===== config.mk =====
export PLATFORM = sky130hd
export DESIGN_NAME = sysopt_top
export DESIGN_NICKNAME = d
export VERILOG_FILES = /design/src/core/sysopt_pkg.sv /design/src/core/sysopt_top.sv /design/src/core/sysopt_wdog.sv
export SDC_FILE = /design/constraint.sdc
export NUM_CORES = 1
export LEC_CHECK = 0
export CORE_MARGIN = 5
export CORE_UTILIZATION = 60
export CTS_CLUSTER_DIAMETER = 200
export DETAILED_ROUTE_END_ITERATION = 8
export DONT_BUFFER_PORTS = 1
export GPL_ROUTABILITY_DRIVEN = 0
export GPL_TIMING_DRIVEN = 1
export PLACE_DENSITY = 0.76
export SLEW_MARGIN = 40
export SYNTH_ARGS = -nofsm -noshare
export SYNTH_HDL_FRONTEND = slang
export SYNTH_SLANG_ARGS = --single-unit

===== constraint.sdc =====
create_clock -name hclk -period 2.3 [get_ports hclk]
set_input_delay 0.115 -clock hclk [delete_from_list [all_inputs] [get_ports hclk]]
set_output_delay 0.115 -clock hclk [all_outputs]
set_load 0.1 [all_outputs]

===== src/core/sysopt_pkg.sv =====
// constants for the system options register block
// assumes a 32-bit ahb-lite bus at 25 mhz
package sysopt_pkg;
   localparam logic [11:0] SYSOPT_OFFSET = 12'h000;
   localparam logic [11:0] SYSOPT_STATUS_OFFSET = 12'h004;
   localparam int WDOG_EN_BIT = 7;
   localparam int WDOG_LONG_BIT = 6;
   localparam int STOP_PERMIT_BIT = 5;
   localparam int DEBUG_PIN_BIT = 1;
   localparam int RESET_PIN_BIT = 0;
   localparam logic [7:0] SYSOPT_RESET = 8'hc3;
   localparam logic [7:0] SYSOPT_IMPL_MASK = 8'he3;
   localparam int WDOG_SHORT_LOG2 = 18;
   localparam int WDOG_LONG_LOG2 = 20;
   localparam logic [20:0] WDOG_SHORT_CYCLES = 21'h040000;
   localparam logic [20:0] WDOG_LONG_CYCLES = 21'h100000;
   typedef enum logic [1:0] {
      SYSOPT_IDLE = 2'b01,
      SYSOPT_DATA = 2'b10
   } sysopt_phase_t;
endpackage : sysopt_pkg


===== src/core/sysopt_top.sv =====
// write-once system options register on ahb-lite
// assumes hresetn is driven by every reset source, including the two
// reset requests that this block itself raises
// Contract
// [RULE1] only first write after reset is honored
// [RULE2] readable always, bits 4 to 2 zero
// [RULE3] software writes options once after reset
// [RULE4] watchdog enable resets one, enables timeout reset
// [RULE5] timeout select: zero 2^18, one 2^20
// [RULE6] stop permit resets zero, one allows stop
// [RULE7] stop without permit forces illegal-opcode reset
// [RULE8] debug enable selects debug pin role
// [RULE9] debug pin enable defaults set
// [RULE10] reset pin enable defaults set, selects role
// [RULE11] every reset restores lock and options
`timescale 1ns/100ps
module sysopt_top #(
   parameter logic [20:0] WDOG_SHORT = sysopt_pkg::WDOG_SHORT_CYCLES,
   parameter logic [20:0] WDOG_LONG = sysopt_pkg::WDOG_LONG_CYCLES
) (
   input wire logic hclk,
   input wire logic hresetn,
   input wire logic hsel,
   input wire logic [31:0] haddr,
   input wire logic [1:0] htrans,
   input wire logic hwrite,
   input wire logic [2:0] hsize,
   input wire logic [31:0] hwdata,
   input wire logic hready,
   output logic [31:0] hrdata,
   output logic hreadyout,
   output logic hresp,
   input wire logic stop_request,
   input wire logic watchdog_service,
   input wire logic port_d_bit_zero_out,
   input wire logic port_d_bit_one_out,
   output logic stop_enter,
   output logic illegal_opcode_reset,
   output logic watchdog_reset,
   output logic debug_pin_enable,
   output logic reset_pin_enable,
   output logic port_d_bit_zero_oe,
   output logic port_d_bit_one_oe
);
   ////////////////////////////////////////////////////////////////////
   logic [7:0] opt_reg;
   logic [7:0] opt_next;
   logic locked_reg;
   logic locked_next;
   logic wr_pend_reg;
   logic wr_pend_next;
   logic [11:0] addr_reg;
   logic [11:0] addr_next;
   sysopt_pkg::sysopt_phase_t phase_reg;
   sysopt_pkg::sysopt_phase_t phase_next;
   logic [31:0] rdata_next;
   logic stop_sync1_reg;
   logic stop_sync2_reg;
   logic stop_enter_next;
   logic illegal_next;
   logic wdog_timeout;
   logic take;
   logic watchdog_reset_next;
   logic debug_pin_next;
   logic reset_pin_next;
   logic port_zero_oe_next;
   logic port_one_oe_next;

   function automatic logic [31:0] read_word(input logic [11:0] a,
                                             input logic [7:0] o,
                                             input logic l);
      if (a == sysopt_pkg::SYSOPT_OFFSET) begin
         read_word = {24'h000000, o & sysopt_pkg::SYSOPT_IMPL_MASK}; // RULE2
      end else if (a == sysopt_pkg::SYSOPT_STATUS_OFFSET) begin
         read_word = {31'h00000000, l};
      end else begin
         read_word = 32'h00000000;
      end
   endfunction : read_word

   assign take = hsel && hready && htrans[1];

   ////////////////////////////////////////////////////////////////////
   // bus phase tracking and the write-once register
   always_comb begin
      phase_next = take ? sysopt_pkg::SYSOPT_DATA : sysopt_pkg::SYSOPT_IDLE;
      addr_next = take ? haddr[11:0] : addr_reg;
      wr_pend_next = take && hwrite;
      opt_next = opt_reg;
      locked_next = locked_reg;
      // later writes dropped to protect the settings
      if (wr_pend_reg && phase_reg == sysopt_pkg::SYSOPT_DATA
          && addr_reg == sysopt_pkg::SYSOPT_OFFSET
          && !locked_reg) begin // RULE1
         opt_next = hwdata[7:0] & sysopt_pkg::SYSOPT_IMPL_MASK; // RULE2
         locked_next = 1'b1; // RULE1
      end
      rdata_next = (take && !hwrite)
                   ? read_word(haddr[11:0], opt_next, locked_next)
                   : 32'h00000000;
   end

   always_ff @(posedge hclk or negedge hresetn) begin
      if (!hresetn) begin
         opt_reg <= sysopt_pkg::SYSOPT_RESET; // RULE4 RULE5 RULE6 RULE9
         locked_reg <= 1'b0; // RULE11
         wr_pend_reg <= 1'b0;
         addr_reg <= 12'h000;
         phase_reg <= sysopt_pkg::SYSOPT_IDLE;
         hrdata <= 32'h00000000;
         hreadyout <= 1'b1;
         hresp <= 1'b0;
      end else begin
         opt_reg <= opt_next;
         locked_reg <= locked_next;
         wr_pend_reg <= wr_pend_next;
         addr_reg <= addr_next;
         phase_reg <= phase_next;
         hrdata <= rdata_next;
         hreadyout <= 1'b1;
         hresp <= 1'b0;
      end
   end

   ////////////////////////////////////////////////////////////////////
   // stop request from the core: synchronised, then judged
   always_comb begin
      stop_enter_next = stop_sync2_reg
                        && opt_reg[sysopt_pkg::STOP_PERMIT_BIT]; // RULE6
      illegal_next = stop_sync2_reg
                     && !opt_reg[sysopt_pkg::STOP_PERMIT_BIT]; // RULE7
   end

   always_ff @(posedge hclk or negedge hresetn) begin
      if (!hresetn) begin
         stop_sync1_reg <= 1'b0;
         stop_sync2_reg <= 1'b0;
         stop_enter <= 1'b0;
         illegal_opcode_reset <= 1'b0;
      end else begin
         stop_sync1_reg <= stop_request;
         stop_sync2_reg <= stop_sync1_reg;
         stop_enter <= stop_enter_next;
         illegal_opcode_reset <= illegal_next;
      end
   end

   ////////////////////////////////////////////////////////////////////
   // watchdog counter; its pulse feeds the system reset
   sysopt_wdog #(
      .SHORT_CYCLES(WDOG_SHORT),
      .LONG_CYCLES(WDOG_LONG)
   ) sysopt_wdog_inst (
      .hclk(hclk),
      .hresetn(hresetn),
      .enable(opt_reg[sysopt_pkg::WDOG_EN_BIT]), // RULE4
      .long_sel(opt_reg[sysopt_pkg::WDOG_LONG_BIT]), // RULE5
      .service(watchdog_service),
      .timeout(wdog_timeout)
   );

   ////////////////////////////////////////////////////////////////////
   // pin role selection; port bits are output only when the role is off
   always_comb begin
      watchdog_reset_next = wdog_timeout; // RULE4
      debug_pin_next = opt_reg[sysopt_pkg::DEBUG_PIN_BIT]; // RULE8
      reset_pin_next = opt_reg[sysopt_pkg::RESET_PIN_BIT]; // RULE10
      port_zero_oe_next = !opt_reg[sysopt_pkg::DEBUG_PIN_BIT]; // RULE8
      port_one_oe_next = !opt_reg[sysopt_pkg::RESET_PIN_BIT]; // RULE10
   end

   // registered so every pin control comes straight from a flop
   always_ff @(posedge hclk or negedge hresetn) begin
      if (!hresetn) begin
         watchdog_reset <= 1'b0;
         debug_pin_enable <= 1'b1; // RULE9
         reset_pin_enable <= 1'b1; // RULE10
         port_d_bit_zero_oe <= 1'b0;
         port_d_bit_one_oe <= 1'b0;
      end else begin
         watchdog_reset <= watchdog_reset_next;
         debug_pin_enable <= debug_pin_next;
         reset_pin_enable <= reset_pin_next;
         port_d_bit_zero_oe <= port_zero_oe_next;
         port_d_bit_one_oe <= port_one_oe_next;
      end
   end

   ////////////////////////////////////////////////////////////////////
   // checks
   AST_ONCE: assert property (@(posedge hclk) disable iff (!hresetn)
      locked_reg |=> $stable(opt_reg)) // RULE1
      else $error("locked options changed");
   AST_LOCK_SET: assert property (@(posedge hclk) disable iff (!hresetn)
      (wr_pend_reg && addr_reg == sysopt_pkg::SYSOPT_OFFSET)
      |=> locked_reg) // RULE1
      else $error("write did not lock");
   AST_ZERO_BITS: assert property (@(posedge hclk) disable iff (!hresetn)
      (opt_reg & ~sysopt_pkg::SYSOPT_IMPL_MASK) == 8'h00
      && hrdata[31:8] == 24'h000000
      && (hrdata[7:0] & ~sysopt_pkg::SYSOPT_IMPL_MASK) == 8'h00) // RULE2
      else $error("unimplemented bits nonzero");
   // three cycles: the pulse trails the enable by two flops
   AST_WDOG_OFF: assert property (@(posedge hclk) disable iff (!hresetn)
      !opt_reg[sysopt_pkg::WDOG_EN_BIT] [*3] |-> !watchdog_reset) // RULE4
      else $error("watchdog fired while disabled");
   AST_STOP: assert property (@(posedge hclk) disable iff (!hresetn)
      stop_sync2_reg && opt_reg[sysopt_pkg::STOP_PERMIT_BIT]
      |=> stop_enter && !illegal_opcode_reset) // RULE6
      else $error("permitted stop not entered");
   AST_ILLEGAL: assert property (@(posedge hclk) disable iff (!hresetn)
      stop_sync2_reg && !opt_reg[sysopt_pkg::STOP_PERMIT_BIT]
      |=> illegal_opcode_reset && !stop_enter) // RULE7
      else $error("forbidden stop did not reset");
   AST_DEBUG_PIN: assert property (@(posedge hclk) disable iff (!hresetn)
      1'b1 |=> debug_pin_enable == $past(opt_reg[sysopt_pkg::DEBUG_PIN_BIT])
      && port_d_bit_zero_oe == !debug_pin_enable) // RULE8
      else $error("debug pin role mismatch");
   AST_RESET_PIN: assert property (@(posedge hclk) disable iff (!hresetn)
      1'b1 |=> reset_pin_enable == $past(opt_reg[sysopt_pkg::RESET_PIN_BIT])
      && port_d_bit_one_oe == !reset_pin_enable) // RULE10
      else $error("reset pin role mismatch");
   AST_DEFAULTS: assert property (@(posedge hclk)
      !hresetn |=> (!locked_reg && opt_reg == sysopt_pkg::SYSOPT_RESET)
      || !hresetn) // RULE11
      else $error("lock survived reset");
   AST_OKAY: assert property (@(posedge hclk) disable iff (!hresetn)
      hreadyout && !hresp)
      else $error("bus not ready or error");
   CV_WRITE: cover property (@(posedge hclk) disable iff (!hresetn)
      !locked_reg ##1 locked_reg);
   CV_SECOND: cover property (@(posedge hclk) disable iff (!hresetn)
      locked_reg && wr_pend_reg);
   CV_ILLEGAL: cover property (@(posedge hclk) disable iff (!hresetn)
      illegal_opcode_reset);
   CV_STOP: cover property (@(posedge hclk) disable iff (!hresetn)
      stop_enter);
endmodule : sysopt_top


===== src/core/sysopt_wdog.sv =====
// watchdog counter steered by the option bits
// assumes one clock; the reset request is consumed by the system reset
`timescale 1ns/100ps
module sysopt_wdog #(
   parameter logic [20:0] SHORT_CYCLES = sysopt_pkg::WDOG_SHORT_CYCLES,
   parameter logic [20:0] LONG_CYCLES = sysopt_pkg::WDOG_LONG_CYCLES
) (
   input wire logic hclk,
   input wire logic hresetn,
   input wire logic enable,
   input wire logic long_sel,
   input wire logic service,
   output logic timeout
);
   logic [20:0] count_reg;
   logic [20:0] count_next;
   logic timeout_next;
   logic [20:0] limit;

   // count until the selected limit, pulse for one cycle, restart from zero
   always_comb begin
      limit = long_sel ? LONG_CYCLES : SHORT_CYCLES;
      count_next = count_reg;
      timeout_next = 1'b0;
      if (!enable || service) begin
         count_next = '0;
      end else if (count_reg == limit - 21'h000001) begin
         count_next = '0;
         timeout_next = 1'b1;
      end else begin
         count_next = count_reg + 21'h000001;
      end
   end

   always_ff @(posedge hclk or negedge hresetn) begin
      if (!hresetn) begin
         count_reg <= '0;
         timeout <= 1'b0;
      end else begin
         count_reg <= count_next;
         timeout <= timeout_next;
      end
   end
endmodule : sysopt_wdog


After elaboration in Yosys (flattened, before gate mapping)

Cells that the tools add are included.

Register bits: 84
Input bits: 78
Output and inout port bits: 41
Logic and storage cells: 51

Add/subtract/negate cells: 2
Equal/unequal tests: 3
Mux-type cells: 11
Reductions and logical operators: 18

Operators by type and width:

| operator                                                              | count |
|---|---|
| 32-bit two-way mux                                                    | 2 |
| 21-bit two-way mux                                                    | 3 |
| 12-bit logical NOT                                                    | 2 |
| 21-bit by 1-bit adder with 21-bit output (second input constant)      | 1 |
| 21-bit == test                                                        | 1 |
| 21-bit by 1-bit subtractor with 21-bit output (second input constant) | 1 |
| 12-bit by 3-bit == test with 1-bit output (second input constant)     | 1 |
| 1-bit logical AND                                                     | 9 |
| 8-bit two-way mux                                                     | 1 |
| 1-bit logical NOT                                                     | 6 |
| 1-bit two-way mux                                                     | 4 |
| 2-bit == test (second input constant)                                 | 1 |
| 2-bit two-way mux                                                     | 1 |
| 1-bit logical OR                                                      | 1 |

Depth between registers and ports, before layout

Gate-level depths: netlist of the first run.

Depth after elaboration: 8
Mapped depth: 6

By module

A second synthesis of the first run with hierarchy kept.

Cells, all modules: 257
Area, all modules: 2,640.0 um^2

By module, submodules not included:

| module      | times used | cells each | area each (um^2) | sequential area each (um^2) |
|---|---|---|---|---|
| sysopt_top  | 1          | 141        | 1,549.0          | 884.6 |
| sysopt_wdog | 1          | 116        | 1,091.0          | 550.5 |

Worst setup path after synthesis of the first run

OpenSTA, ideal clock, no wires.

Path kind: reg-to-reg
Start: register sysopt_wdog_inst.count_reg[19]
End: register sysopt_wdog_inst.count_reg[14]
Library setup time: 0.119 ns
Arrival time: 1.565 ns
Required time: 2.181 ns
Setup slack: 0.617 ns
Stages on the path, launching flop included: 6
Buffers on the path: 1
Cells stage by stage: dfrtp_1 -> or3_1 -> a21o_1 -> o31ai_4 -> buf_6 -> nor2_1

Word-level cells in the longest chain between the ends: 3

Ends and longest elaborated chain:

| item                                | RTL line          | source |
|---|---|---|
| start: declaration                  | sysopt_wdog.sv:15 | `logic [20:0] count_reg;` |
| start signal: assignment            | sysopt_wdog.sv:40 | `count_reg <= count_next;` |
| 21-bit == test                      | sysopt_wdog.sv:27 | `end else if (count_reg == limit - 21'h000001) begin` |
| 21-bit two-way mux                  | sysopt_wdog.sv:27 |  |
| 21-bit two-way mux                  | sysopt_wdog.sv:25 | `if (!enable \|\| service) begin` |
| net sysopt_wdog_inst.count_next[14] | sysopt_wdog.sv:16 | `logic [20:0] count_next;` |

The timed path passes the listed nets, and every way through them passes these cells.
A chain may end at the register's enable or synchronous reset.

Final worst setup path of the first run

Start: register addr_reg[5]
End: register hrdata[6]

Word-level cells in the longest chain between the ends: 6

Ends and longest elaborated chain:

| item                     | RTL line          | source |
|---|---|---|
| start: declaration       | sysopt_top.sv:52  | `logic [11:0] addr_reg;` |
| start signal: assignment | sysopt_top.sv:117 | `addr_reg <= addr_next;` |
| 12-bit logical NOT       | sysopt_top.sv:93  | `&& addr_reg == sysopt_pkg::SYSOPT_OFFSET` |
| 1-bit logical AND        | sysopt_top.sv:93  |  |
| 1-bit logical AND        | sysopt_top.sv:94  | `&& !locked_reg) begin` |
| 8-bit two-way mux        | sysopt_top.sv:92  | `if (wr_pend_reg && phase_reg == sysopt_pkg::SYSOPT_DATA` |
| 32-bit two-way mux       | sysopt_top.sv:72  | `if (a == sysopt_pkg::SYSOPT_OFFSET) begin` |
| 32-bit two-way mux       | sysopt_top.sv:99  | `? read_word(haddr[11:0], opt_next, locked_next)` |
| net rdata_next[6]        | sysopt_top.sv:56  | `logic [31:0] rdata_next;` |
| end signal: assignment   | sysopt_top.sv:119 | `hrdata <= rdata_next;` |
| end: declaration         | sysopt_top.sv:30  | `output logic [31:0] hrdata,` |

The timed path passes the listed nets, and every way through them passes these cells.

==> results of run 1 <==
## routing by layer
metal / GRT usage (%) / part of all wire, %
met5: 0 / 0
met4: 9.97 / 2.3
met3: 4.14 / 5.8
met2: 26.5 / 49
met1: 24.6 / 43
## logic make-up after synthesis
group	count (synthesis)	share of synthesized area, %
simple gates	127	24.2
flops	57	54.6
buf+inv	39	10.0
compound gates	24	5.62
xor+xnor	13	4.33
other cells	2	0.286
fa+ha+maj	1	0.476
mux	1	0.381
## power by group through the flow
stage                     sequential [mW]  clock, mW  combinational (mW)
after global placement               1.10          0               0.275
after detailed placement             1.10          0               0.278
final                                1.08       1.03               0.335
after global routing                 1.09       1.09               0.358
after CTS                            1.08       1.04               0.332
after floorplan                      1.09          0               0.301
## through the flow
step / utilization, % / hold WS, ns
floorplan: - / -0.181
global placement: 60.1 / -0.179
detailed placement: 60.1 / -0.179
CTS: 70.5 / 0.00445
global route: 70.5 / 0.0262
finish: 70.5 / 0.00709
## critical path, cell delays in order, from the launching register on
cell     delay, ns
dfrtp_1       0.38
nor4_1        0.48
nand4_1       0.33
o21ai_0       0.32
a21oi_1       0.11
## layout by cell type (no fill, tap or decap), types with 9 or more instances in the layout
master,instances
nand2_1,50
dfrtp_1,50
conb_1,29
dlygate4sd3_1,20
nand3_1,18
nor2_1,17
clkbuf_8,10
o21ai_0,9
a21oi_1,9
## worst min-delay path by stage
| stage | slack, ns | start | depth (start not counted) | end |
|---|---|---|---|---|
| finish | 0.007 | watchdog_service | 3 | sysopt_wdog_inst.count_reg[18] |
| global route | 0.03 | watchdog_service | 3 | sysopt_wdog_inst.count_reg[18] |
| global placement | -0.18 | hresetn | 0 | stop_enter |
| floorplan | -0.18 | hresetn | 0 | addr_reg[0] |
| CTS | 0.004 | hwrite | 3 | hrdata[0] |
| detailed placement | -0.18 | hresetn | 0 | stop_enter |
## cell type report
type / instances / share of cell area (%)
Tap cell: 52 / 2.15
Inverter: 5 / 0.620
Sequential cell: 57 / 47.4
Clock inverter: 5 / 2.64
Clock buffer: 11 / 4.67
Timing Repair Buffer: 25 / 8.51
Multi-Input combinational cell: 195 / 34.0
==> flow_summary.toml, run 1 <==
[cells_and_area]
largest_reg_flops = 21
drive_gt1_share_pct = 11.7
syn_to_final_growth_pct = 15.2
seqCellArea_sq_um = 1440
fin_area_sq_um = 3030
multiInputGateArea_sq_um = 1030
final_cells = 350
num_antenna_cells = 0
num-fill-cells = 318
final_net_count = 372

[routing]
drt_iter0_markers = 108
post-route-drc-count = 0
firstDrtPassIters = 4
detail_route.wl_per_cell_microns = 14.1
routed_wl_mm = 4.95
dr_total_vias = 1854
vias_per_cell = 5.30
postRouteAntennaNets = 0

[pwr]
irDropWorstVdd_v = 0.000564
power_density_nw_per_um2 = 809
power_mw = 2.45
p_int_mw = 1.74
clkPwrFrac_pct = 42.2
seq_power_share_pct = 44.2
p_sw_share_pct = 28.9
power_frac_comb_pct = 13.7
p_leak_nw = 1.40
p_sw_mw = 0.708

[synthesis]
synth_edf_count = 0
synth_area_leaders = "dfrtp_1 48%, buf_4 8.3%, nand2_1 7.1%"
synth_cells = 264
syn_area_sq_um = 2630
synth_ff_type = "dfrtp_1"
netlist.area_leader.share_pct = 47.6
ys_seq_area_share_pct = 54.6
yosysWarnings = 0
post-synth-top-area-cell = "dfrtp_1"
yosys_register_bits = 57
postSynth.asyncResetShare_pct = 100
synth_commonest_cells = "50 x dfrtp_1, 50 x nand2_1, 29 x buf_4"
ys_types = 39
syn_avg_cell_area_sq_um = 9.95

[clocking]
ctsHtreeMaxLevel = 3
clk_pin_slew_worst_paths_ns = 0.06
root_buffer = "clkbuf_8"
insertion_delay_ns = 0.34
post_cts_resized = 0
cts_hold_repair.buffers = 21
cts_setup_buffers = 0
cts_sinks = 57
cts_buffers = 9
cts_tree = "done"
cts.path.max_buffers = 2

[critical_path]
crit_fanout = 6
arrival_ns = 1.96
r2r_setup_slack_ns = 0.56
start_kind = "register"
crit_path_start = "addr_reg[5]"
endpoint_kind = "register"
criticalPathCategory = "reg2reg"
reg2reg_from = "addr_reg[5]"
cp-endpoint = "hrdata[6]"
worst_ep_required_time_ns = 2.52
timing.rr.end = "hrdata[6]"
r2r_cells = 4

[floorplanning]
core_sq_um = 4290
fp.dieH_microns = 76.2
die_x_microns = 76.2
rows = 24
die_area_sq_um = 5800
ios = 119
start_util_pct = 61.2

[sta]
finalCritPeriodShare_pct = 75.9
finalMaxSlewViolations = 0
clock_skew_ns = 0.00580
hold_violations = 0
rsz0062_at_grt = "no"
setup_viol = 0
tightest_slew_ns = 0.885
finalWorstPathRequiredPeriod_ns = 1.74
max-slew-margin-rel_pct = 41.1
worst_slack_ns = 0.555
fmax_mhz = 573
fin_tns_setup_ns = 0

[global_routing]
gr-usage-all-layers_pct = 18.0
grt_max_degree = 58
grt_pass1_vias = 1753
grt.overflow.total = 0
grt_pass1_wl_mm = 8.39
grt_antenna_before_repair = 0

[placed_design]
io_buffers = 0
place_area_sq_um = 2580
dpl.hpwl_mm = 3.26
place_ws_ns = 0.620
place_inst = 313

[status]
run_status = "finished clean"

[worst_hold_path]
min_path_type = "in2reg"

[run]
drv_cap = 0
Power figures use the tool's default switching activity.
==> run 2: changes to the inputs <==
--- a/config.mk
+++ b/config.mk
@@ -5,6 +5,7 @@
 export SDC_FILE = /design/constraint.sdc
 export NUM_CORES = 1
 export LEC_CHECK = 0
+export ABC_AREA = 1
 export CORE_MARGIN = 5
 export CORE_UTILIZATION = 60
 export CTS_CLUSTER_DIAMETER = 200
==> constraint.sdc (replaced) <==
create_clock -name hclk -period 1.7 [get_ports hclk]
set_input_delay 0.085 -clock hclk [delete_from_list [all_inputs] [get_ports hclk]]
set_output_delay 0.085 -clock hclk [all_outputs]
set_load 0.1 [all_outputs]
==> flow_summary.toml, run 2 <==
[floorplanning]
rows = 24
die_area_sq_um = 6030
die_x_microns = 77.6
core_sq_um = 4380
start_util_pct = 62.6
fp.dieH_microns = 77.6
ios = 119

[clocking]
cts_buffers = 9
clk_pin_slew_worst_paths_ns = 0.06
cts_sinks = 57
cts_tree = "done"
insertion_delay_ns = 0.33
cts.path.max_buffers = 2
ctsHtreeMaxLevel = 3
root_buffer = "clkbuf_8"

[cells_and_area]
num-fill-cells = 319
final_common_cell = "nand2_1"
num_antenna_cells = 0
mostFrequentLayoutCells = "79 x nand2_1, 62 x nor2_1, 50 x dfrtp_1, 36 x inv_1, 29 x conb_1"
largest_reg_flops = 21
final_net_count = 448
drive_gt1_share_pct = 11.8
syn_to_final_growth_pct = 17.9

[critical_path]
start_kind = "register"
criticalPathCategory = "reg2reg"
critPathBufInv = 0
reg2reg_from = "addr_reg[0]"
worst_ep_required_time_ns = 1.91
crit_family = "simple AND/OR/NAND/NOR gates"
arrival_ns = 1.75
r2r_cells = 6
crit_path_start = "addr_reg[0]"
cpPeakStageDelay_ns = 0.40
cpMostUsedCell = "nor2_1"
crit_fanout = 9
cp.depth = 6
endpoint_kind = "register"
slowest_stage = "dfrtp_1"
crit_chain = "nor2_1 -> nand2_1 -> nor2_1 -> nand3_1 -> o21ai_0 -> nor2_1"

[global_routing]
grt_pass1_wl_mm = 8.72
gr-usage-all-layers_pct = 18.3
grt_max_degree = 58
grt.overflow.total = 0
grt_pass1_vias = 1998
grt_antenna_before_repair = 0

[run]
drv_cap = 0

[sta]
finalCritPeriodShare_pct = 90.9
tightest_slew_ns = 0.518
fmax_mhz = 647
rsz0062_at_grt = "no"
finalWorstPathRequiredPeriod_ns = 1.55
max-slew-margin-rel_pct = 65.5
clock_skew_ns = 0.00965
whs_ns = 0.0193
finalMaxSlewViolations = 0
fin_tns_setup_ns = 0
hold_violations = 0
setup_viol = 0

[pwr]
irDropWorstVdd_v = 0.000594
p_sw_mw = 0.894
p_leak_nw = 1.55
power_density_nw_per_um2 = 988
clkPwrFrac_pct = 41.0
p_sw_share_pct = 28.0
power_frac_comb_pct = 13.9
power_mw = 3.20
p_int_mw = 2.30
seq_power_share_pct = 45.0

[synthesis]
netlist.area_leader.share_pct = 45.6
postSynth.asyncResetShare_pct = 100
post-synth-top-area-cell = "dfrtp_1"
synth_cells = 329
syn_avg_cell_area_sq_um = 8.34
yosysWarnings = 0
yosysMostFrequentCell = "nand2_1"
synth_commonest_cells = "79 x nand2_1, 62 x nor2_1, 50 x dfrtp_1"
synth_edf_count = 0
syn_area_sq_um = 2740
synth_ff_type = "dfrtp_1"
synth_area_leaders = "dfrtp_1 46%, nand2_1 11%, nor2_1 8.5%"
ys_seq_area_share_pct = 52.3
yosys_register_bits = 57
ys_types = 25

[routing]
detail_route.wl_per_cell_microns = 12.3
post-route-drc-count = 0
dr_total_vias = 2079
routed_wl_mm = 5.25
vias_per_cell = 4.88
firstDrtPassIters = 4
postRouteAntennaNets = 0
drt_iter0_markers = 162

[worst_hold_path]
worstHoldPathCells = 3
holdCritStartpoint = "haddr[8]"
min_path_type = "in2reg"

[placed_design]
io_buffers = 0
dpl.hpwl_mm = 3.46

[status]
run_status = "finished clean"
run 2: worst reg2reg max path: cells and delay by family, from the launching register on:
kind | cells | cell delay, ns
compound gates | 1 | 0.31
flops | 1 | 0.40
simple gates | 5 | 0.72
run 2: logic make-up after synthesis:
kind of cell / count (synthesis) / synth area share [%]
flops: 57 / 52.3
fa+ha+maj: 1 / 0.456
compound gates: 15 / 3.15
xor+xnor: 13 / 4.15
other cells: 2 / 0.274
buf+inv: 69 / 13.5
simple gates: 172 / 26.2
run 2: repair_timing:
item                                    4_1_cts  5_1_grt
resized for setup                             0        2
endpoints found under the setup margin        0       12
hold endpoints to repair                     80        0
buffers inserted                              0        1
hold buffers                                 20        0
run 2: power by group through the flow:
stage / Sequential [mW] / Clock (mW) / Combinational, mW
floorplan: 1.47 / 0 / 0.395
global placement: 1.46 / 0 / 0.367
detailed placement: 1.46 / 0 / 0.370
CTS: 1.44 / 1.34 / 0.441
global route: 1.44 / 1.41 / 0.471
finish: 1.44 / 1.31 / 0.445
run 2: path summary, 6_finish.rpt:
kind | to | slack, ns
max in group asynchronous | opt_reg[7] | 1.11
worst min-delay path | hrdata[0] | 0.02
worst max register to register | hrdata[1] | 0.15
min in group asynchronous | illegal_opcode_reset | 0.27
worst min register to register | stop_sync2_reg | 0.35
worst max-delay path | hrdata[1] | 0.15
run 2: area by class of cell:
cell class	instances	area (sq um)	share of cell area (%)
clock buffers	12	135	4.18
repair buffers	35	343	10.6
multi-input cells	230	1050	32.5
well taps	52	65.1	2.01
flip-flops and latches	57	1440	44.4
inverters	36	135	4.18
clock inverters	4	70.1	2.17
run 2: metrics by stage:
step / instances / cell area (sq um) / utilization [%] / setup slack (ns)
detailed placement: 389 / 2780 / 63.4 / 0.0840
global route: 426 / 3240 / 73.8 / 0.00686
CTS: 425 / 3200 / 73.1 / 0.0691
finish: 426 / 3240 / 73.8 / 0.155
global placement: 389 / 2780 / 63.4 / 0.128
floorplan: 356 / 2850 / - / 0.255
run 2: metal layers:
metal | GRT usage [%] | wire length (microns) | vias to the layer above
met5 | 0 | 0 | -
met4 | 8.93 | 95 | 0
met3 | 4.05 | 408 | 10
met2 | 29.0 | 2420 | 90
met1 | 23.6 | 2330 | 955
li1 | - | - | 1024
